===== config.mk =====
export PLATFORM = sky130hd
export DESIGN_NAME = charger_timer_config_nvm_ctrl
export DESIGN_NICKNAME = d
export VERILOG_FILES = /design/src/charger_pkg.sv /design/src/timer_if.sv /design/src/charger_timer_config_nvm_ctrl.sv /design/src/safety_timer.sv
export VERILOG_INCLUDE_DIRS = /design/src
export SDC_FILE = /design/constraint.sdc
export NUM_CORES = 1
export LEC_CHECK = 0
export BUFFER_PORTS_ARGS = -buffer_cell sky130_fd_sc_hd__buf_2
export CAP_MARGIN = 20
export CORE_MARGIN = 3
export CORE_UTILIZATION = 55
export DETAILED_ROUTE_END_ITERATION = 10
export PLACE_DENSITY = 0.86
export RECOVER_POWER = 25
export SYNTH_ARGS = -nofsm -noshare
export SYNTH_HDL_FRONTEND = slang
export SYNTH_SLANG_ARGS = --single-unit

===== constraint.sdc =====
create_clock -name core_clk -period 3.8 [get_ports core_clk]
set_input_delay 0.19 -clock core_clk [delete_from_list [all_inputs] [get_ports core_clk]]
set_output_delay 0.19 -clock core_clk [all_outputs]
set_load 0.005 [all_outputs]

===== src/charger_consts.svh =====
// Register offsets, field positions, reset values and timing counts
`ifndef CHARGER_CONSTS_SVH
`define CHARGER_CONSTS_SVH
`define CFG_FIRST_ADDR      8'h02
`define CFG_LAST_ADDR       8'h06
`define TIMER_SETTINGS_ADDR 8'h06
`define WRITE_UNLOCK_ADDR   8'h11
`define NVM_CTRL_ADDR       8'h12
`define TOPOFF_END_BIT      7
`define THERM_SEL_BIT       6
`define TOPOFF_TO_LSB       3
`define FULL_TO_LSB         0
`define CFG_RESET_VALUE     8'h00
`define UNLOCK_RESET_VALUE  8'h00
`define NVM_CTRL_RESET      8'h00
`define TOPOFF_STEP_MIN     20
`define FULL_STEP_MIN       200
`define CLK_HZ              100000000
`define SECONDS_PER_MIN     60
`define MINUTE_CYCLES       (33'(`CLK_HZ) * 33'(`SECONDS_PER_MIN))
`define NVM_HOLD_MS         200
`define NVM_HOLD_CYCLES     ((`CLK_HZ / 1000) * `NVM_HOLD_MS)
`endif


===== src/charger_pkg.sv =====
// Types shared by the charger configuration block
package charger_pkg;
  typedef logic [7:0] byte_t;
  typedef logic [2:0] timeout_code_t;
  typedef enum logic [2:0] {
    NVM_IDLE  = 3'b001,
    NVM_WRITE = 3'b010,
    NVM_DONE  = 3'b100
  } nvm_state_t;
  typedef enum logic [2:0] {
    TMR_IDLE    = 3'b001,
    TMR_RUN     = 3'b010,
    TMR_EXPIRED = 3'b100
  } tmr_state_t;
endpackage


===== src/timer_if.sv =====
// Links between the register bank and its two safety timers
`timescale 1ns/100ps
interface timer_if;
  logic        start;
  logic        enable;
  logic [31:0] limit_min;
  logic        minute_tick;
  logic        expired;
  modport ctrl (output start, output enable, output limit_min, output minute_tick,
                input expired);
  modport tmr (input start, input enable, input limit_min, input minute_tick,
               output expired);
endinterface


===== src/charger_timer_config_nvm_ctrl.sv =====
// Charger timer settings, write unlock and nonvolatile program control
//
// How it works
// Every bit of the timer settings register reads and writes.
// Charging ends at termination voltage with current under the end threshold.
// Thermistor select bit chooses 10 kilohm or 100 kilohm.
// Top-off code steps 20 minutes; code 7 disables it.
// Top-off timer starts at termination voltage with current below end-of-charge.
// Full-charge code 0 disables; codes 1-7 give 200-1400 minutes.
// Full-charge timer starts when battery rises above 3.0 V.
// Settings registers 02-06 are reachable only while unlocked.
// Unlock register resets to zero; only bit 0 writable.
// Writing 1 to program bit copies settings to nonvolatile memory.
// Program-control register resets to zero; only bit 0 writable.
// Host keeps input supply and enable present 200 ms while programming.
// An expired enabled timer stops charging and drives the fault low.
`include "charger_consts.svh"
`timescale 1ns/100ps
module charger_timer_config_nvm_ctrl
  import charger_pkg::*;
#(
  parameter logic [32:0] MINUTE_CYCLES   = `MINUTE_CYCLES,
  parameter int unsigned NVM_HOLD_CYCLES = `NVM_HOLD_CYCLES
) (
  input  wire logic          core_clk,
  input  wire logic          rst_n,
  input  wire logic          reg_wr,
  input  wire logic          reg_rd,
  input  wire logic [7:0]    reg_addr,
  input  wire charger_pkg::byte_t reg_wdata,
  output logic [7:0]         reg_rdata,
  output logic               reg_ack,
  output logic               reg_refused,
  input  wire logic          vbat_at_term,
  input  wire logic          vbat_above_3v0,
  input  wire logic          ibat_below_topoff_end,
  input  wire logic          ibat_below_eoc,
  input  wire logic          input_supply,
  input  wire logic          enable_in,
  input  wire logic          nvm_ready,
  output logic               nvm_write,
  output logic [39:0]        nvm_data,
  output logic               nvm_error,
  output logic               charge_enable,
  output logic               topoff_end_high,
  output logic               thermistor_select,
  output logic               fault_out_n_o,
  output logic               fault_out_n_oe
);
  import charger_pkg::*;
  ////////////////////////////////////////////////////////////////////////
  function automatic logic is_cfg_addr(input logic [7:0] a);
    return (a >= `CFG_FIRST_ADDR) && (a <= `CFG_LAST_ADDR);
  endfunction

  function automatic logic [31:0] topoff_minutes(input timeout_code_t c);
    return 32'(c) * 32'(`TOPOFF_STEP_MIN);
  endfunction

  function automatic logic [31:0] full_minutes(input timeout_code_t c);
    return 32'(c) * 32'(`FULL_STEP_MIN);
  endfunction

  // Control registers read back their single live bit
  function automatic byte_t ctrl_read(input logic b);
    return {7'h00, b};
  endfunction

  ////////////////////////////////////////////////////////////////////////
  typedef struct packed {
    byte_t [4:0]  cfg;
    logic         unlock;
    logic         nvm_program_request;
    nvm_state_t   nvm_state;
    logic [31:0]  hold_cnt;
    logic [32:0]  minute_cnt;
    logic         minute_tick;
    logic         charging_done;
    logic         timeout_fault;
    logic [7:0]   rdata;
    logic         ack;
    logic         refused;
    logic         nvm_write;
    logic         nvm_error;
  } state_t;

  state_t s, next_s;
  timer_if topoff_if ();
  timer_if full_if ();

  byte_t         timer_settings_register;
  timeout_code_t topoff_timeout;
  timeout_code_t full_charge_timeout;
  logic [2:0]    cfg_idx;
  logic          cfg_hit;
  logic          unlock_hit;
  logic          nvm_hit;

  assign timer_settings_register = s.cfg[4];
  assign topoff_timeout          = timer_settings_register[`TOPOFF_TO_LSB +: 3];
  assign full_charge_timeout     = timer_settings_register[`FULL_TO_LSB +: 3];
  assign cfg_idx                 = 3'(reg_addr - `CFG_FIRST_ADDR);
  assign cfg_hit                 = is_cfg_addr(reg_addr);
  assign unlock_hit              = (reg_addr == `WRITE_UNLOCK_ADDR);
  assign nvm_hit                 = (reg_addr == `NVM_CTRL_ADDR);

  assign topoff_if.minute_tick = s.minute_tick;
  // Device enable low also rearms an expired timer
  assign topoff_if.enable      = (topoff_timeout != 3'h7) && enable_in;
  assign topoff_if.limit_min   = topoff_minutes(topoff_timeout);
  assign topoff_if.start       = vbat_at_term && ibat_below_eoc;
  assign full_if.minute_tick   = s.minute_tick;
  assign full_if.enable        = (full_charge_timeout != 3'h0) && enable_in;
  assign full_if.limit_min     = full_minutes(full_charge_timeout);
  assign full_if.start         = vbat_above_3v0;

  safety_timer u_topoff (
    .core_clk (core_clk),
    .rst_n    (rst_n),
    .t        (topoff_if.tmr)
  );

  safety_timer u_full (
    .core_clk (core_clk),
    .rst_n    (rst_n),
    .t        (full_if.tmr)
  );

  ////////////////////////////////////////////////////////////////////////
  always_comb begin
    next_s = s;
    next_s.ack     = 1'b0;
    next_s.refused = 1'b0;
    next_s.rdata   = s.rdata;
    // Minute prescaler
    next_s.minute_tick = 1'b0;
    if (s.minute_cnt >= MINUTE_CYCLES - 33'h1) begin
      next_s.minute_cnt  = 33'h0;
      next_s.minute_tick = 1'b1;
    end else begin
      next_s.minute_cnt = s.minute_cnt + 33'h1;
    end
    // Register access
    if (reg_wr || reg_rd) begin
      next_s.ack = 1'b1;
      if (cfg_hit && !s.unlock) begin
        next_s.refused = 1'b1;
        next_s.rdata   = 8'h00;
      end else if (reg_wr) begin
        if (cfg_hit) begin
          next_s.cfg[cfg_idx] = reg_wdata;
        end else if (unlock_hit) begin
          next_s.unlock = reg_wdata[0];
        end else if (nvm_hit) begin
          if (reg_wdata[0] && s.nvm_state == NVM_IDLE) begin
            next_s.nvm_program_request = 1'b1;
          end else if (!reg_wdata[0]) begin
            next_s.nvm_program_request = 1'b0;
          end
        end else begin
          next_s.refused = 1'b1;
          next_s.rdata   = 8'h00;
        end
      end else begin
        if (cfg_hit) begin
          next_s.rdata = s.cfg[cfg_idx];
        end else if (unlock_hit) begin
          next_s.rdata = ctrl_read(s.unlock);
        end else if (nvm_hit) begin
          next_s.rdata = ctrl_read(s.nvm_program_request);
        end else begin
          next_s.rdata   = 8'h00;
          next_s.refused = 1'b1;
        end
      end
    end
    // Nonvolatile programming sequence
    next_s.nvm_write = 1'b0;
    unique case (s.nvm_state)
      NVM_IDLE: begin
        next_s.hold_cnt = 32'h0;
        if (s.nvm_program_request) begin
          next_s.nvm_state = NVM_WRITE;
          next_s.nvm_error = 1'b0;
        end
      end
      NVM_WRITE: begin
        next_s.nvm_write = 1'b1;
        if (!input_supply || !enable_in) begin
          next_s.nvm_error = 1'b1;
          next_s.nvm_state = NVM_DONE;
        end else if (s.hold_cnt >= NVM_HOLD_CYCLES - 1 && nvm_ready) begin
          next_s.nvm_state = NVM_DONE;
        end else if (s.hold_cnt < NVM_HOLD_CYCLES - 1) begin
          next_s.hold_cnt = s.hold_cnt + 32'h1;
        end
      end
      NVM_DONE: begin
        next_s.nvm_program_request = 1'b0;
        next_s.nvm_state           = NVM_IDLE;
      end
    endcase
    // End of charge and timeouts
    if (vbat_at_term && ibat_below_topoff_end) begin
      next_s.charging_done = 1'b1;
    end else if (!vbat_at_term) begin
      next_s.charging_done = 1'b0;
    end
    if (topoff_if.expired || full_if.expired) begin
      next_s.timeout_fault = 1'b1;
    end else if (!enable_in) begin
      next_s.timeout_fault = 1'b0;
    end
  end

  always_ff @(posedge core_clk) begin
    if (!rst_n) begin
      s <= '{
        cfg:                 {`CFG_RESET_VALUE, 32'h0000_0000},
        unlock:              1'(`UNLOCK_RESET_VALUE),
        nvm_program_request: 1'(`NVM_CTRL_RESET),
        nvm_state:           NVM_IDLE,
        hold_cnt:            32'h0,
        minute_cnt:          33'h0,
        minute_tick:         1'b0,
        charging_done:       1'b0,
        timeout_fault:       1'b0,
        rdata:               8'h00,
        ack:                 1'b0,
        refused:             1'b0,
        nvm_write:           1'b0,
        nvm_error:           1'b0
      };
    end else begin
      s <= next_s;
    end
  end

  ////////////////////////////////////////////////////////////////////////
  logic timer_bit_d;
  logic therm_d;
  logic end_d;
  logic charge_d;
  logic fault_d;
  assign end_d    = s.cfg[4][`TOPOFF_END_BIT];
  assign therm_d  = s.cfg[4][`THERM_SEL_BIT];
  assign charge_d = !s.charging_done && !s.timeout_fault;
  assign fault_d  = s.timeout_fault;
  assign timer_bit_d = 1'b0;

  always_ff @(posedge core_clk) begin
    if (!rst_n) begin
      topoff_end_high   <= 1'b0;
      thermistor_select <= 1'b0;
      charge_enable     <= 1'b0;
      fault_out_n_oe    <= 1'b0;
    end else begin
      topoff_end_high   <= end_d;
      thermistor_select <= therm_d;
      charge_enable     <= charge_d;
      fault_out_n_oe    <= fault_d;
    end
  end

  always_ff @(posedge core_clk) begin
    fault_out_n_o <= timer_bit_d;
  end

  assign reg_rdata   = s.rdata;
  assign reg_ack     = s.ack;
  assign reg_refused = s.refused;
  assign nvm_write   = s.nvm_write;
  assign nvm_error   = s.nvm_error;
  assign nvm_data    = {s.cfg[4], s.cfg[3], s.cfg[2], s.cfg[1], s.cfg[0]};
endmodule // charger_timer_config_nvm_ctrl


===== src/safety_timer.sv =====
// Minute-resolution safety timer with expiry flag
`timescale 1ns/100ps
module safety_timer
  import charger_pkg::*;
(
  input wire logic core_clk,
  input wire logic rst_n,
  timer_if.tmr     t
);
  typedef struct packed {
    tmr_state_t  state;
    logic [31:0] minutes;
  } tstate_t;
  tstate_t s, next_s;
  always_comb begin
    next_s = s;
    unique case (s.state)
      TMR_IDLE: begin
        next_s.minutes = 32'h0;
        if (t.enable && t.start) begin
          next_s.state = TMR_RUN;
        end
      end
      TMR_RUN: begin
        if (!t.enable || !t.start) begin
          next_s.state = TMR_IDLE;
        end else if (s.minutes >= t.limit_min) begin
          next_s.state = TMR_EXPIRED;
        end else if (t.minute_tick) begin
          next_s.minutes = s.minutes + 32'h1;
        end
      end
      TMR_EXPIRED: begin
        if (!t.enable) begin
          next_s.state = TMR_IDLE;
        end
      end
    endcase
  end
  always_ff @(posedge core_clk) begin
    if (!rst_n) begin
      s <= '{state: TMR_IDLE, minutes: 32'h0};
    end else begin
      s <= next_s;
    end
  end
  assign t.expired = (s.state == TMR_EXPIRED);
endmodule // safety_timer


==> results.txt, run 1 <==
Worst-Margin Slew: 1.28 ns
Cell Area, Placed: 9640 um^2
# diodes: 0
Gate power share: 0.051
slowest CP cell: nor4_1
clock transition at the registers of the reported paths: 0.07 ns
CP bufs+invs: 4
CTS tree: built
final worst setup slack: 0.350 ns
Place WS: 0.288 ns
sequential power share: 0.487
crit-path max cell delay: 0.45 ns
synth top area cells: dfxtp_1 42%, ha_1 4.2%, mux2i_1 4.0%, buf_4 4.0%, nor2_1 4.0%
die height: 137 um
critical path required time: 4.17 ns
unrepaired setup endpoints after global routing: false
number of global-route vias before repair: 7323
FF+latch count, synth: 199
Slew headroom: 0.149
CTS buffer count: 17
Critical Path Fanout Max: 13
critical path's top delay family: adder cells
Leakage: 4.04 nW
Area Growth Syn to Fin: 8.84%
Post-synth EDFFs: 0
initial antenna violation count: 0
starting density of the core: 0.565
Die ar.: 18800 um^2
Sw Share: 0.229
sequential fraction of the synthesis area: 0.422
vias per cell: 5.88
synth cell count leaders: 199 x dfxtp_1, 100 x nor2_1, 65 x nand2_1, 61 x a21oi_1, 50 x buf_4
Synth Area per Inst: 9.00 um^2
Final ANT Viol Nets: 0
fin. max-slew vios: 0
most area-hungry cell type in the Yosys netlist: dfxtp_1
Routed WL: 20900 um
Async SR Flop Fraction: 0
Data arrival, critical path: 3.82 ns
Tcrit/Tclk final: 0.908
fmax: 290 MHz
Clock power frac: 0.462
Top FF cell, synth: dfxtp_1
Syn Std Cell Area: 9440 um^2
NumNets Final: 1129
die width: 137 um
I/O Buffers: 82
largest net degree at the start of global routing: 46
share of cells above drive strength 1: 0.110
DR iter-0 viols: 598
floorplan row count: 47
clock skew: 0.00914 ns
Yosys cell types: 62
Mapped Cells: 1049
DPL Wire Length: 14300 um
grt total ovfl: 0
Clock Sinks: 199
global-route wire length before repair: 35100 um
CP Class: flop to flop
drt pass-1 iters: 5
H-tree depth: 4
most common cell in the netlist: dfxtp_1
Core Area: 16700 um^2
vias: 7660
# DRC: 0
Clock Path Buffers: 2
postcts setup bufs: 0
yosys synthesis warning count: 0
GP Congestion: 0.877
P_sw: 0.996 mW
Layout Utilization: 0.615
critical path, cell by cell: inv_1, ha_1, inv_1, ha_1, ha_1, inv_1, ha_1, a21oi_1, nor3b_1, nor4_1, nand3_2, buf_4, a2111o_1, o21ai_1
CTS Root Cell: clkbuf_16
Ports: 84
Max Cap Viol: 0
pwr dens: 423 nW/um^2
Post-Syn Nets: 1108
maximum VDD drop: 0.000357 V
status: finished, final reports clean
endpoint class of the critical path: flop
crit path launch type: flop
Design Area, Final: 10300 um^2
sum of negative setup slack: 0 ns
Pint: 3.35 mW
share of the synthesized area in the top cell type: 0.422
clk_lat worst skew: 0.43 ns
Setup violations, final: 0
final hold violation count: 0
Top cell by count, worst path: ha_1
Tmin final: 3.45 ns
WL per Instance: 16.1 um
Fin Hold WS: 0.0311 ns
Hold Crit Class: input port to flop
gr usage total: 0.229
==> power by group through the flow <==
stage	logic [mW]	clock network [mW]	registers, mW
after floorplan	0.173	0	2.16
after global placement	0.215	0	2.16
after detailed placement	0.219	0	2.16
after CTS	0.222	2.03	2.11
after global routing	0.248	2.11	2.11
final	0.222	2.01	2.11
==> kinds of logic after synthesis <==
logic type	after synthesis	synth area share
AO/OA/AOI/OAI	166	0.115
XOR/XNOR	34	0.0316
adder cells (fa/ha/maj)	32	0.0424
buffers and inverters	133	0.0769
flip-flops	199	0.422
multiplexers	46	0.0594
other	1	0.000397
AND/OR/NAND/NOR	438	0.252
==> worst register-to-register path: cells and delay by family, from the launching register on <==
family	cells	cell delay (ns)
AOI/OAI and AO/OA	3	0.60
adders and majority gates	4	1.05
buffers and inverters	4	0.48
DFF	1	0.43
and+or+nand+nor	3	0.83
==> layer usage <==
metal	share of wire	wire [um]	GRT usage
met4	0.016	330	0.0715
met1	0.45	9510	0.300
met3	0.058	1220	0.0540
met2	0.47	9890	0.375
met5	0	0	0
==> placed cells by master, fill, tap and decap left out, types with 38 or more instances in the layout <==
cell and count:
dfxtp_1 199, mux2i_1 38, inv_1 40, nand3_1 42, buf_2 52, a21oi_1 61, nand2_1 65, and3_1 42
nor2_1 100
==> flip-flops by register name, summed over array words and instances, names as in the netlist <==
signal,count
reg_rdata,8
nvm_data,32
thermistor_select,1
s,71
topoff_end_high,1
full_if.minute_tick,1
charge_enable,1
u_topoff.s,35
reg_refused,1
reg_ack,1
nvm_error,1
fault_d,1
nvm_write,1
u_full.s,35
timer_settings_register,8
fault_out_n_oe,1
==> repair_timing <==
item / in CTS / in global routing
resized for setup: 0 / 1
endpoints found under the hold margin: 1 / 0
endpoints found under the setup margin: 0 / 1
hold buffers: 1 / 0
==> layout make-up <==
type | instances | area, um^2
Clock inverter | 14 | 221
Tap cell | 220 | 275
Timing Repair Buffer | 95 | 469
Fill cell | 1383 | 6430
Inverter | 40 | 150
Sequential cell | 199 | 3980
Multi-Input combinational cell | 717 | 4730
Clock buffer | 18 | 439
==> worst paths after layout <==
path | startpoint | end | slack (ns) | depth (start not counted)
worst max-delay path | timer_settings_register[1] | u_full.s[5] | 0.35 | 14
worst min register to register | s[13] | charge_enable | 0.42 | 1
worst min-delay path | vbat_at_term | s[13] | 0.03 | 2
worst max register to register | timer_settings_register[1] | u_full.s[5] | 0.35 | 14
==> through the flow <==
stage / instances / total power, mW
3_3_place_gp: 1270 / 2.38
2_1_floorplan: 1049 / 2.33
6_report: 1303 / 4.34
3_5_place_dp: 1270 / 2.38
4_1_cts: 1303 / 4.36
5_1_grt: 1303 / 4.47
(Power assumes the default switching activity.)
==> run 2, diff against run 1 <==
==> constraint.sdc (replaced) <==
create_clock -name core_clk -period 3.71 [get_ports core_clk]
set_input_delay 0.1855 -clock core_clk [delete_from_list [all_inputs] [get_ports core_clk]]
set_output_delay 0.1855 -clock core_clk [all_outputs]
set_load 0.005 [all_outputs]
==> run 2 against run 1 <==
Clock power down 11%. Cell count barely moved. Global-route usage rose by 0.58 points. Critical endpoint unchanged. Wire length rose by 2.5%. Largest cell class unchanged. Setup slack improved by 0.0074 ns. Final area shrank 0.90%.
==> results.txt, run 2 (synthesized netlist as in run 1, its figures left out) <==
Reg with most FFs: s
Area Growth Syn to Fin: 7.86%
# DRC: 0
die width: 137 um
CP Class: flop to flop
Ports: 84
largest net degree at the start of global routing: 46
WL per Instance: 16.5 um
top routing layer in use: met4
Core Area: 16700 um^2
initial antenna violation count: 0
hold path depth: 2
Hold Crit Class: input port to flop
metal3 WL: 1290 um
worst reg2reg path startpoint: timer_settings_register[1]
Die ar.: 18800 um^2
crit-path max cell delay: 0.44 ns
postcts setup bufs: 0
Layout Utilization: 0.609
CTS tree: built
Fin Hold WS: 0.0176 ns
Top cell by count, worst path: ha_1
critical path, cell by cell: inv_1, ha_1, inv_1, ha_1, ha_1, inv_1, ha_1, a21oi_1, nor3b_1, nor4_2, nand3_2, buf_4, a2111o_1, o21ai_1
Setup violations, final: 0
NumNets Final: 1128
endpoint class of the critical path: flop
Data arrival, critical path: 3.72 ns
Slew headroom: 0.0824
maximum VDD drop: 0.000376 V
number of global-route vias before repair: 7253
clk_lat worst skew: 0.43 ns
FF-to-FF path depth: 14
fin. max-slew vios: 0
Critical Path Fanout Max: 12
Worst-Margin Slew: 1.37 ns
unrepaired setup endpoints after global routing: false
CTS buffer count: 17
final worst setup slack: 0.357 ns
Clock Sinks: 199
top flop regs: s x71, u_full.s x35, u_topoff.s x35
H-tree depth: 4
critical path required time: 4.07 ns
fmax: 298 MHz
met2 WL: 10200 um
clock skew: 0.00884 ns
starting density of the core: 0.565
sum of negative setup slack: 0 ns
most frequent cells in the layout: 199 x dfxtp_1, 100 x nor2_1, 65 x nand2_1
Tcrit/Tclk final: 0.904
pwr dens: 411 nW/um^2
Reg-to-Reg End: u_full.s[5]
final hold violation count: 0
Final ANT Viol Nets: 0
hold path start: vbat_at_term
worst min-delay path endpoint: s[13]
crit path launch type: flop
Place WS: 0.212 ns
number of fill cells: 1409
reg-to-reg slack, setup: 0.36 ns
CTS Root Cell: clkbuf_16
vias per cell: 5.95
I/O Buffers: 82
vias: 7749
Tmin final: 3.35 ns
Routed WL: 21500 um
# diodes: 0
Clock Path Buffers: 2
die height: 137 um
slowest CP cell: dfxtp_1
Leakage: 4.00 nW
global-route wire length before repair: 35700 um
commonest non-fill, non-tap cell in the layout: dfxtp_1
GP Congestion: 0.867
WL met1: 9560 um
gr usage total: 0.235
floorplan row count: 47
Max Cap Viol: 0
clock transition at the registers of the reported paths: 0.07 ns
DR iter-0 viols: 630
share of cells above drive strength 1: 0.111
status: finished, final reports clean
drt pass-1 iters: 6
grt total ovfl: 0
max reg flops: 71
DPL Wire Length: 14600 um
==> run 2: per-stage QoR <==
| stage | instance area, um^2 | total power, mW | cells |
|---|---|---|---|
| 3_3_place_gp | 9630 | 2.43 | 1269 |
| 3_5_place_dp | 9630 | 2.44 | 1269 |
| 6_report | 10200 | 4.19 | 1302 |
| 2_1_floorplan | 9440 | 2.38 | 1049 |
| 4_1_cts | 10200 | 4.21 | 1302 |
| 5_1_grt | 10200 | 4.34 | 1302 |
==> run 2: worst max-delay path by stage <==
| stage | from | endpoint | cells after the start |
|---|---|---|---|
| 6_report | timer_settings_register[1] | u_full.s[5] | 14 |
| 5_1_grt | timer_settings_register[1] | u_full.s[5] | 14 |
| 4_1_cts | timer_settings_register[1] | u_full.s[5] | 14 |
| 3_5_place_dp | timer_settings_register[1] | u_full.s[5] | 14 |
| 3_3_place_gp | timer_settings_register[1] | u_full.s[5] | 14 |
| 2_1_floorplan | timer_settings_register[1] | u_full.s[8] | 14 |
==> run 2: layer usage <==
metal  track usage  vias up
li1              -     3737
met1         0.309     3701
met2         0.380      266
met3        0.0574       45
met4        0.0743        0
met5             0        -
==> run 2: cell type report <==
type | count | area (um^2) | share of cell area
Multi-Input combinational cell | 717 | 4730 | 0.465
Sequential cell | 199 | 3980 | 0.391
Timing Repair Buffer | 94 | 464 | 0.0456
Clock buffer | 17 | 425 | 0.0418
Tap cell | 220 | 275 | 0.0270
Inverter | 40 | 150 | 0.0148
Clock inverter | 15 | 146 | 0.0144
==> run 2: what timing repair did <==
action | CTS | global route
gates resized for setup | 0 | 2
hold buffers | 1 | 0
endpoints found under the hold margin | 1 | 0
setup endpoints to repair | 0 | 9
==> run 2: critical path: cells and delay by family, from the launching register on <==
kind / cells / cell delay (ns)
adders and majority gates: 4 / 1.04
and+or+nand+nor: 3 / 0.71
AOI/OAI and AO/OA: 3 / 0.62
buffers and inverters: 4 / 0.46
DFF: 1 / 0.44
==> run 2: power breakdown <==
part           internal, mW  switching [mW]  leakage [nW]
Combinational        0.0575           0.174          2.13
Clock                 0.940           0.850         0.262
Sequential             2.15          0.0153          1.60
Total                  3.15            1.04          4.00
